File: src/rtl/osd_pkg.sv
// Constants for the octal serial load driver control block.
// Assumes a 100 MHz system clock and a host that clocks the serial link far slower.
// Operation
// - Serial output is driven only while select is low, released otherwise.
// - Falling select loads all eight comparator states into the shift register.
// - A pin sensed high loads one, a pin sensed low loads zero.
// - Control bit zero switches the output on, one switches it off.
// - After the first rising shift clock, output seven's diagnostic bit appears.
// - Rising shift clock moves serial output; falling edge samples serial input.
// - Any number of bits passes through, allowing devices in a chain.
// - Rising select copies the shift register into the latch driving outputs.
// - Rising select starts a blanking timer of 160 microseconds.
// - While blanking runs, comparator faults never clear latch bits.
// - After blanking, on outputs sensed above threshold get their latch bit cleared.
// - Shift clock activity is ignored while select is high.
// - Asynchronous reset clears the whole latch, switching all outputs off.
// - An open, switched-off output reports low through its internal pulldown.
package osd_pkg;
	localparam int          CHANNELS           = 8;
	localparam int          SYNC_STAGES        = 2;
	localparam int          CLK_PERIOD_NS      = 10;
	localparam int          FAULT_BLANK_US     = 160;
	localparam int          FAULT_BLANK_CYCLES = (FAULT_BLANK_US * 1000) / CLK_PERIOD_NS;
	localparam int          BLANK_W            = 16;
	localparam logic [7:0]  LATCH_RESET        = 8'hFF;
	localparam logic [15:0] BLANK_ZERO         = 16'h0000;
	localparam logic [15:0] BLANK_ONE          = 16'h0001;
	typedef logic [CHANNELS-1:0] osd_byte_t;
endpackage

File: src/rtl/osd_ctrl.sv
// Serial control, diagnostic capture and fault blanking for eight low-side outputs.
// Assumes the comparator levels and the link pins arrive asynchronously to clk_sys.
`timescale 1ns/1ps
module osd_ctrl #(
	parameter int FAULT_BLANK_DELAY = osd_pkg::FAULT_BLANK_CYCLES
) (
	input  wire logic            clk_sys,
	input  wire logic            resetn,
	input  wire logic            reset_async_n,
	input  wire logic            sel_n,
	input  wire logic            sclk,
	input  wire logic            sdi,
	output logic                 sdo_o,
	output logic                 sdo_oe,
	input  wire osd_pkg::osd_byte_t pin_high,
	output osd_pkg::osd_byte_t   out_off,
	output logic                 blanking
);
	import osd_pkg::*;

	// ==========================================================================
	// Synchronisers
	// ==========================================================================
	// Only stage two of each chain feeds logic; stage one is metastability catch.
	logic      [1:0] sel_q, sclk_q, sdi_q;
	osd_byte_t       pin_q1, pin_s;
	logic            sel_d, sclk_d;
	always_ff @(posedge clk_sys) begin
		if (!resetn) begin
			sel_q  <= 2'h3;
			sclk_q <= 2'h0;
			sdi_q  <= 2'h0;
			sel_d  <= 1'h1;
			sclk_d <= 1'h0;
		end else begin
			sel_q  <= {sel_q[0], sel_n};
			sclk_q <= {sclk_q[0], sclk};
			sdi_q  <= {sdi_q[0], sdi};
			sel_d  <= sel_q[1];
			sclk_d <= sclk_q[1];
		end
	end
	always_ff @(posedge clk_sys) begin
		pin_q1 <= pin_high;
		pin_s  <= pin_q1;
	end

	// ==========================================================================
	// Edge helpers
	// ==========================================================================
	// Both detectors work on a synchronised level and its copy one cycle older.
	function automatic logic edge_up(input logic now_v, input logic was_v);
		return now_v && !was_v;
	endfunction
	function automatic logic edge_down(input logic now_v, input logic was_v);
		return !now_v && was_v;
	endfunction

	logic sel_fall, sel_rise, sck_rise, sck_fall, active;
	assign active   = !sel_q[1] && !sel_d;
	assign sel_fall = edge_down(sel_q[1], sel_d);
	assign sel_rise = edge_up(sel_q[1], sel_d);
	// Edges are ignored while select is high or toggling.
	assign sck_rise = active && edge_up(sclk_q[1], sclk_d);
	assign sck_fall = active && edge_down(sclk_q[1], sclk_d);

	// ==========================================================================
	// Shift register
	// ==========================================================================
	osd_byte_t shreg;
	always_ff @(posedge clk_sys) begin
		if (!resetn) begin
			shreg <= LATCH_RESET;
			sdo_o <= 1'h0;
		end else if (sel_fall) begin
			shreg <= pin_s;
		end else if (sck_rise) begin
			sdo_o <= shreg[CHANNELS-1];
		end else if (sck_fall) begin
			shreg <= {shreg[CHANNELS-2:0], sdi_q[1]};
		end
	end
	assign sdo_oe = !sel_q[1];

	// ==========================================================================
	// Latch and blanking timer
	// ==========================================================================
	logic [BLANK_W-1:0] blank_cnt;
	always_ff @(posedge clk_sys) begin
		if (!resetn) begin
			blank_cnt <= BLANK_ZERO;
		end else if (sel_rise) begin
			blank_cnt <= BLANK_W'(FAULT_BLANK_DELAY);
		end else if (blank_cnt != BLANK_ZERO) begin
			blank_cnt <= blank_cnt - BLANK_ONE;
		end
	end
	assign blanking = blank_cnt != BLANK_ZERO;

	// Asynchronous reset clears the latch at once; the loads go off without waiting for a clock.
	always_ff @(posedge clk_sys or negedge reset_async_n) begin
		if (!reset_async_n) begin
			out_off <= LATCH_RESET;
		end else if (!resetn) begin
			out_off <= LATCH_RESET;
		end else if (sel_rise) begin
			out_off <= shreg;
		end else if (!blanking) begin
			out_off <= out_off | pin_s;
		end
	end

	// ==========================================================================
	// Checks
	// ==========================================================================
	property p_oe;
		@(posedge clk_sys) disable iff (!resetn) sel_q[1] |-> !sdo_oe;
	endproperty
	a_oe: assert property (p_oe) else $error("serial output driven while deselected");
	property p_cap;
		@(posedge clk_sys) disable iff (!resetn) sel_fall |=> shreg == $past(pin_s);
	endproperty
	a_cap: assert property (p_cap) else $error("capture mismatch");
	property p_shift;
		@(posedge clk_sys) disable iff (!resetn) sck_fall |=> shreg[0] == $past(sdi_q[1]);
	endproperty
	a_shift: assert property (p_shift) else $error("input not sampled");
	property p_out;
		@(posedge clk_sys) disable iff (!resetn) sck_rise |=> sdo_o == $past(shreg[CHANNELS-1]);
	endproperty
	a_out: assert property (p_out) else $error("output bit wrong");
	property p_load;
		@(posedge clk_sys) disable iff (!resetn || !reset_async_n) sel_rise |=> out_off == $past(shreg);
	endproperty
	a_load: assert property (p_load) else $error("latch not loaded");
	property p_start;
		@(posedge clk_sys) disable iff (!resetn) sel_rise |=> blank_cnt == BLANK_W'(FAULT_BLANK_DELAY);
	endproperty
	a_start: assert property (p_start) else $error("blank timer not started");
	property p_hold;
		@(posedge clk_sys) disable iff (!resetn || !reset_async_n)
			blanking && !sel_rise |=> (out_off & ~$past(out_off)) == '0;
	endproperty
	a_hold: assert property (p_hold) else $error("latch cleared during blanking");
	property p_fault;
		@(posedge clk_sys) disable iff (!resetn || !reset_async_n)
			!blanking && !sel_rise |=> out_off == ($past(out_off) | $past(pin_s));
	endproperty
	a_fault: assert property (p_fault) else $error("fault not latched off");
	property p_rst;
		@(posedge clk_sys) !reset_async_n |-> out_off == LATCH_RESET;
	endproperty
	a_rst: assert property (p_rst) else $error("latch not cleared by reset");

	// ==========================================================================
	// Link checks
	// ==========================================================================
	property p_oe_on;
		@(posedge clk_sys) disable iff (!resetn) !sel_q[1] |-> sdo_oe;
	endproperty
	a_oe_on: assert property (p_oe_on) else $error("serial output not driven while selected");
	property p_idle;
		@(posedge clk_sys) disable iff (!resetn) sel_d && sel_q[1] |=> $stable(shreg) && $stable(sdo_o);
	endproperty
	a_idle: assert property (p_idle) else $error("shift activity while deselected");
	property p_excl;
		@(posedge clk_sys) disable iff (!resetn) !((sel_rise || sel_fall) && (sck_rise || sck_fall));
	endproperty
	a_excl: assert property (p_excl) else $error("shift clock edge taken at select edge");
	property p_sdo_hold;
		@(posedge clk_sys) disable iff (!resetn) active && !sck_rise |=> $stable(sdo_o);
	endproperty
	a_sdo_hold: assert property (p_sdo_hold) else $error("serial output moved without rising clock");
	property p_sh_hold;
		@(posedge clk_sys) disable iff (!resetn) active && !sck_fall |=> $stable(shreg);
	endproperty
	a_sh_hold: assert property (p_sh_hold) else $error("shift register moved without falling clock");
	property p_chain;
		@(posedge clk_sys) disable iff (!resetn)
			sck_fall |=> shreg[CHANNELS-1:1] == $past(shreg[CHANNELS-2:0]);
	endproperty
	a_chain: assert property (p_chain) else $error("shift register did not pass bits on");

	// ==========================================================================
	// Timer checks
	// ==========================================================================
	// The repetition only needs the timer to outlast a handful of cycles.
	property p_blank_run;
		@(posedge clk_sys) disable iff (!resetn) sel_rise |=> blanking [*8];
	endproperty
	a_blank_run: assert property (p_blank_run) else $error("blanking ended too early");
	property p_count;
		@(posedge clk_sys) disable iff (!resetn)
			blanking && !sel_rise |=> blank_cnt == $past(blank_cnt) - BLANK_ONE;
	endproperty
	a_count: assert property (p_count) else $error("blank timer did not count down");
	property p_stay_idle;
		@(posedge clk_sys) disable iff (!resetn) !blanking && !sel_rise |=> !blanking;
	endproperty
	a_stay_idle: assert property (p_stay_idle) else $error("blanking started without select");
	property p_cnt_max;
		@(posedge clk_sys) disable iff (!resetn) blank_cnt <= BLANK_W'(FAULT_BLANK_DELAY);
	endproperty
	a_cnt_max: assert property (p_cnt_max) else $error("blank timer out of range");
	property p_restart;
		@(posedge clk_sys) disable iff (!resetn)
			sel_rise && blanking |=> blank_cnt == BLANK_W'(FAULT_BLANK_DELAY);
	endproperty
	a_restart: assert property (p_restart) else $error("blank timer not restarted");

	// ==========================================================================
	// Latch checks
	// ==========================================================================
	property p_on_clear;
		@(posedge clk_sys) disable iff (!resetn || !reset_async_n)
			!blanking && !sel_rise |=> (~out_off & $past(pin_s)) == '0;
	endproperty
	a_on_clear: assert property (p_on_clear) else $error("faulty output left on");
	property p_sync_rst;
		@(posedge clk_sys) !resetn |=> out_off == LATCH_RESET && !blanking && !sdo_oe;
	endproperty
	a_sync_rst: assert property (p_sync_rst) else $error("reset did not clear state");
endmodule // osd_ctrl

File: config.mk
export PLATFORM = sky130hd
export DESIGN_NAME = osd_ctrl
export DESIGN_NICKNAME = d
export VERILOG_FILES = /design/src/rtl/osd_pkg.sv /design/src/rtl/osd_ctrl.sv
export SDC_FILE = /design/constraint.sdc
export NUM_CORES = 1
export LEC_CHECK = 0
export BUFFER_PORTS_ARGS = -buffer_cell sky130_fd_sc_hd__buf_2
export CORE_MARGIN = 5
export CORE_UTILIZATION = 35
export CTS_BUF_LIST = sky130_fd_sc_hd__clkbuf_4 sky130_fd_sc_hd__clkbuf_8
export DETAILED_ROUTE_END_ITERATION = 7
export PLACE_DENSITY = 0.59
export SKIP_LAST_GASP = 1
export SLEW_MARGIN = 25
export SYNTH_ARGS = -nofsm -noshare
export SYNTH_HDL_FRONTEND = slang
export SYNTH_SLANG_ARGS = --single-unit
File: constraint.sdc
create_clock -name clk_sys -period 4.6 [get_ports clk_sys]
set_input_delay 0.69 -clock clk_sys [delete_from_list [all_inputs] [get_ports clk_sys]]
set_output_delay 0.69 -clock clk_sys [all_outputs]
set_load 0.01 [all_outputs]
# Word-level counts from Yosys, hierarchy flattened
# Index checks and enable logic that the tools add are counted.
dict set report totals {
  register_bits 57
}
dict set report op_classes {
  addsub 1
  n_eq_ne 2
  muxes 8
  bitwise 3
  n_reduce_logical 17
}
# operator count
set op_table {}
lappend op_table {{$mux W8} 6}
lappend op_table {{$mux W14} 2}
lappend op_table {{$reduce_bool A16 Y1} 1}
lappend op_table {{$sub A16 B1 Y16 const B} 1}
lappend op_table {{$or A8 B8 Y8} 1}
lappend op_table {{$logic_and A1 B1 Y1} 7}
lappend op_table {{$logic_not A1 Y1} 4}
lappend op_table {{$reduce_and A2 Y1} 2}
lappend op_table {{$reduce_bool A2 Y1} 2}
lappend op_table {{$ne A3 B2 Y1 const B} 1}
lappend op_table {{$ne A2 B2 Y1 const B} 1}
lappend op_table {{$not A1 Y1} 2}
lappend op_table {{$reduce_or A2 Y1} 1}

# Depth between registers and ports, before layout
# Gate-level depths: netlist (run 1).
dict set report logic_depth {
  ltp_word 6
  depth_mapped 7
  ltp_nobuf 6
}

# Least setup slack after synthesis (run 1)
# No wires, ideal clock.
dict set report synth_path {
  path_type {register to output}
  start {register blank_cnt[12]}
  end {output port blanking}
  arrival_ns 1.221
  slack_ns 2.689
  path_stages_with_launch 4
  path_buffers 0
  path_cell_list {dfxtp_1 -> or4_4 -> nor4_1 -> nand3_1}
}
dict set report synth_between {
  elab_chain_cells 1
}
# item line
set synth_rtl {}
lappend synth_rtl {{start: declaration} osd_ctrl.sv:88} ;# logic [BLANK_W-1:0] blank_cnt;
lappend synth_rtl {{start signal: assignment} osd_ctrl.sv:93} ;# blank_cnt <= BLANK_W'(FAULT_BLANK_DELAY);
lappend synth_rtl {{start signal: assignment} osd_ctrl.sv:95} ;# blank_cnt <= blank_cnt - BLANK_ONE;
lappend synth_rtl {{$reduce_bool A16 Y1} osd_ctrl.sv:98} ;# assign blanking = blank_cnt != BLANK_ZERO;
lappend synth_rtl {{end: declaration} osd_ctrl.sv:17} ;# output logic blanking
# No other way between the ends.

# Final worst setup path (run 1)
# Same ends and word-level chain as after synthesis.

==> reports/qor.yml, run 1 <==
grt_use_total_pct: 12.0
die_w_um: 90.2
rows: 29
finalWirelength_um: 4480
grt_pass1_vias: 1634
grt_pass1_wl_um: 7800
synth_cells: 213
clock_latency_ns: 0.33
avgViaCountPerCell: 5.19
n_antenna_cell: 0
antenna_found_initial: 0
slowest_stage: "or4_4"
syn_nets: 228
ios: 25
arrival_ns: 1.77
drive_gt1_share_pct: 24.4
initial_core_util_pct: 35.6
remaining_drc_errors: 0
coreArea_um2: 6310
p_total_mw: 1.61
hpwl_um: 2930
numClockSinks: 57
drt_iter0_drc: 82
cts_tree: "built"
ys_seq_area_share_pct: 52.9
post_cts_buffers: 0
worstSetupStartpointType: "flip-flop"
hold_class: "flip-flop to flip-flop"
root_buffer: "clkbuf_8"
path_class: "flip-flop to output pin"
yosysUniqueCellTypes: 44
numCtsBuffers: 9
crit_chain: "or4_4 > nor4_1 > nand3_1 > buf_2"
portBuffers: 24
rsz0062_at_grt: "false"
drv_cap: 0
synth_area_um2: 2250
grt_max_degree: 28
vdd_ir_drop_max_v: 0.000247
htreeDepth: 3
worstPathMaxFanout: 8
cts_buffer_depth: 2
worstMarginPinSlew_ns: 1.04
overflow: 0
maxSlewViolCount: 0
p_leak_nw: 0.994
min_period_ns: 2.46
area_growth_syn_to_layout_pct: 13.4
syn_avg_cell_area_um2: 10.6
status: "finished, final reports clean"
fmax_ghz: 0.406
final_util_pct: 40.4
gp_congestion: 0.807
clkTransAtPathRegs_ns: 0.06
via_count: 1655
wl_per_cell_um: 14.0
nNetsFinal: 252
final.setup.tns_ns: 0
ys_warn_count: 0
cp_data_required_time_ns: 3.91
slowest_delay_ns: 0.59
ant_nets: 0
p_per_area_nw_per_um2: 631
ctsHoldBuffers: 0
finalHoldViolations: 0
skew_ns: 0.00272
slew_headroom_pct: 30.8
report.final.setup_viol: 0
ys_ff_latch: 57
cts-resized-gates: 0
fp.dieH_um: 90.2
die_area_um2: 8130
drtPass1Iterations: 4
period_share_pct: 53.5
crit_path_end_kind: "output pin"
hold-worst-slack_ns: 0.327
## cell usage after synthesis, drive strengths merged
library cell,n,area [um^2]
o211ai,8,60.1
mux2,1,11.3
bufbuf,1,32.5
a311oi,8,70.1
o21a,1,7.51
or4,9,75.1
a31oi,6,37.5
a21oi,6,30.0
nor3b,1,7.51
ha,1,12.5
nand3b,1,7.51
nor4b,1,8.76
o31ai,5,37.5
nand2,15,56.3
clkbuf,6,42.5
and2,5,31.3
nand2b,5,31.3
nor4,6,67.6
nor2b,4,25.0
buf,4,43.8
xnor2,1,8.76
nand3,1,5.00
nand4b,1,8.76
or3,8,53.8
and4,1,8.76
nor2,16,60.1
o21ai,13,65.1
a211oi,1,7.51
nand4,1,6.26
and3,1,6.26
nor3,3,15.0
dfstp,8,210
or2,2,12.5
dfxtp,49,981
mux2i,9,90.1
inv,4,15.0
## kinds of logic (layout without fill, tap and decap cells)
family                     count (synthesis)  after routing  synth area share [%]
and+or+nand+nor                           81             81                  21.6
adders and majority gates                  1              1                 0.556
muxes                                     10             10                  4.51
xor gates and xnor gates                   1              1                 0.389
buffers and inverters                     15             44                  5.95
AOI/OAI and AO/OA                         48             48                  14.0
DFF                                       57             57                  52.9
## placed cells by master, fill, tap and decap left out, types with 2 or more instances in the layout
cell type    n
nor4_1       4
mux2i_1      9
a21oi_1      6
o211ai_1     8
or4_4        2
or3_2        3
buf_2       24
clkbuf_8    10
nand2b_1     5
inv_1        4
dfxtp_1     49
nor4_4       2
o21ai_1      8
a31oi_1      6
clkinvlp_4   2
nor3_1       3
a311oi_1     8
nor2b_1      4
nor2_1      16
or2_2        2
dfstp_2      8
and2_1       5
o31ai_1      5
clkinv_2     2
or4_1        7
or3_1        5
o21ai_0      4
nand2_1     15
## registers in the layout, summed over array words and instances, names as in the netlist
signal,cells
blank_cnt,16
sclk_d,1
sel_q,2
sdo_o,1
pin_s,8
shreg,8
sdi_q,2
pin_q1,8
sel_d,1
sclk_q,2
out_off,8
## routing by layer
metal  vias to the layer above  global-route usage [%]  part of all wire, %
met2                        33                    18.0                   47
li1                        837                       -                    -
met4                         0                    5.96                  1.6
met3                         6                    5.09                  5.7
met5                         -                       0                    0
met1                       779                    14.6                   46
## critical path, delay by kind of cell (launching register included)
family	cells	cell delay [ns]
AND/OR/NAND/NOR	3	0.88
buffers and inverters	1	0.18
flip-flops	1	0.37
## per-stage QoR
step,instance area [um^2],std cells,setup slack [ns]
finish,2550,319,2.14
global route,2550,319,2.03
CTS,2550,319,2.11
detailed placement,2350,303,2.48
global placement,2350,303,2.52
floorplan,2250,213,2.69
## cell type report
type                    count  area [um^2]
clock buffers              11          145
clock inverters             5         55.1
fillers                   665         3760
inverters                   4         15.0
multi-input cells         141          928
flip-flops and latches     57         1190
well taps                  77         96.3
repair buffers             24          120
## where the power goes
| part | switching, mW | leakage [nW] | internal (mW) |
|---|---|---|---|
| Combinational | 0.284 | 0.404 | 0.213 |
| Sequential | 0.0820 | 0.490 | 0.565 |
| Clock | 0.197 | 0.0987 | 0.269 |
## path summary, 6_finish.rpt
kind | startpoint | to | slack (ns) | cells past startpoint
setup / recovery | blank_cnt[12] | blanking | 2.14 | 4
hold / removal | pin_q1[0] | pin_s[0] | 0.33 | 0
setup reg to reg | blank_cnt[12] | blank_cnt[7] | 2.58 | 4
hold reg to reg | pin_q1[0] | pin_s[0] | 0.33 | 0
max in group asynchronous | reset_async_n | out_off[3] | 4.17 | 1
min in group asynchronous | reset_async_n | out_off[5] | 0.41 | 1
(Power assumes the default switching activity.)
==> run 2: changes to the inputs <==
PLACE_DENSITY = 0.61   (was 0.59)
clock period = 2 ns   (was 4.6 ns; I/O delays follow)
==> run 2 against run 1 <==
  * Global-route usage up 0.095 points
  * Largest power group unchanged
  * Routed wire length up 2.1%
  * Largest cell class unchanged
  * Via count up 0.36%
  * Die area unchanged
  * Utilization up 1.2 points
  * Critical endpoint unchanged
  * Hold slack worse by 0.31 ns
==> reports/qor.yml, run 2 (synthesized netlist as in run 1, its figures left out) <==
numClockSinks: 57  # unchanged
n_antenna_cell: 0  # unchanged
via_count: 1661  # +0.36%
clock_latency_ns: 0.33  # about the same
fill_cells: 626  # -5.9%
overflow: 0  # unchanged
vdd_ir_drop_max_v: 0.000488  # +97%
ant_nets: 0  # unchanged
numCtsBuffers: 9  # unchanged
largest_reg_flops: 16  # unchanged
period_share_pct: 98.3
grt_use_total_pct: 12.1  # +0.095 points
grt_max_degree: 28  # unchanged
seqCellArea_um2: 1190  # +0.10%
die_area_um2: 8130  # unchanged
coreArea_um2: 6310  # unchanged
hpwl_um: 3110  # +6.0%
nNetsFinal: 259  # +2.8%
root_buffer: "clkbuf_8"
p_leak_nw: 1.04  # +4.7%
final_util_pct: 41.7  # +1.2 points
maxSlewViolCount: 0  # unchanged
htreeDepth: 3  # unchanged
drv_cap: 0  # unchanged
avgViaCountPerCell: 5.10  # -1.8%
die_w_um: 90.2  # unchanged
drt_iter0_drc: 152  # +85%
cts_buffer_depth: 2  # unchanged
clkTransAtPathRegs_ns: 0.07  # about the same
hold_class: "input pin to asynchronous set/reset pin"
worstMarginPinSlew_ns: 0.621  # -0.415 ns
ctsHoldBuffers: 0  # unchanged
rsz0062_at_grt: "true"
report.final.setup_viol: 0  # unchanged
gp_congestion: 0.806  # -0.11%
final.setup.tns_ns: 0  # unchanged
remaining_drc_errors: 0  # unchanged
final_cell_mix: "dfxtp_1 (48), buf_2 (24), nor2_1 (16)"
rows: 29  # unchanged
status: "finished, final reports clean"
cp_data_required_time_ns: 1.70  # -2.21 ns
grt_pass1_wl_um: 7940  # +1.8%
top_register: "blank_cnt"
arrival_ns: 1.67  # -0.10 ns
initial_core_util_pct: 35.6  # unchanged
finalHoldViolations: 0  # unchanged
crit_path_end_kind: "output pin"
path_class: "flip-flop to output pin"
multi_input_area_um2: 943  # +1.6%
p_per_area_nw_per_um2: 1480  # +130%
skew_ns: 0.00662  # +0.00390 ns
drive_gt1_share_pct: 27.3  # +2.9 points
worstSetupStartpointType: "flip-flop"
fmax_ghz: 0.509
finalWirelength_um: 4570  # +2.1%
grt_pass1_vias: 1600  # -2.1%
min_period_ns: 1.97
fp.dieH_um: 90.2  # unchanged
antenna_found_initial: 0  # unchanged
portBuffers: 24  # unchanged
area_growth_syn_to_layout_pct: 16.9
ios: 25  # unchanged
worstPathMaxFanout: 4  # -4
wl_per_cell_um: 14.0  # about the same
drtPass1Iterations: 4  # unchanged
cts_tree: "built"
slew_headroom_pct: 58.5  # +28 points
final_common_cell: "dfxtp_1"
-- run 2: changes by cell type in the layout (fill, tap and decap cells not counted), sizes merged --
| cell | previous run | this run |
|---|---|---|
| clkinvlp | 2 | 1 |
| clkbuf | 11 | 12 |
| buf | 24 | 31 |
-- run 2: path summary, 6_finish.rpt --
path,start,to,slack [ns],cells past startpoint
max in group asynchronous,reset_async_n,out_off[3],1.96,1
min reg2reg,pin_q1[1],pin_s[1],0.33,0
min,reset_async_n,out_off[7],0.02,1
max,blank_cnt[14],blanking,0.03,4
min in group clk_sys,pin_high[0],pin_q1[0],0.07,1
max reg2reg,blank_cnt[12],blank_cnt[4],0.16,5
-- run 2: worst max-delay path, cell delays in order (launching register included) --
cell and delay [ns]:
dfxtp_2 0.33, or4_4 0.59, nor4_4 0.14, nand3_1 0.12
buf_2 0.15
-- run 2: layout make-up --
class                           instances  area share (%)
Clock buffer                           12            6.04
Clock inverter                          4            1.95
Inverter                                4           0.571
Multi-Input combinational cell        141            35.9
Sequential cell                        57            45.3
Tap cell                               77            3.66
Timing Repair Buffer                   31            6.57
-- run 2: stage by stage --
| step | instances | hold slack (ns) | total power, mW | setup WS (ns) | cell area [um^2] |
|---|---|---|---|---|---|
| after floorplan | 213 | 0.152 | 2.52 | 0.368 | 2250 |
| final | 326 | 0.0157 | 3.90 | 0.0335 | 2630 |
| after CTS | 325 | 0.00627 | 3.89 | 0.0160 | 2610 |
| after detailed placement | 309 | 0.312 | 2.74 | 0.203 | 2390 |
| after global placement | 309 | 0.310 | 2.72 | 0.239 | 2390 |
| after global routing | 326 | 0.0123 | 4.17 | -0.0107 | 2630 |
-- run 2: routing by layer --
layer  global-route usage, %  vias up  part of all wire, %
met5                       0        -                    0
met4                    6.70        0                  1.2
met3                    4.34        4                  5.0
met2                    17.0       38                   46
met1                    15.9      769                   48
li1                        -      850                    -
-- run 2: timing repair --
action                     CTS  global route
buffers inserted             0             1
resized for setup            1             2
setup endpoints to repair    1             1
pin swaps                    0             2
-- run 2: power by group --
part / total (mW) / internal [mW] / leakage [nW] / switching, mW
registers: 1.49 / 1.30 / 0.491 / 0.193
clock network: 1.11 / 0.657 / 0.106 / 0.450
logic: 1.30 / 0.587 / 0.444 / 0.710
total: 3.90 / 2.54 / 1.04 / 1.35
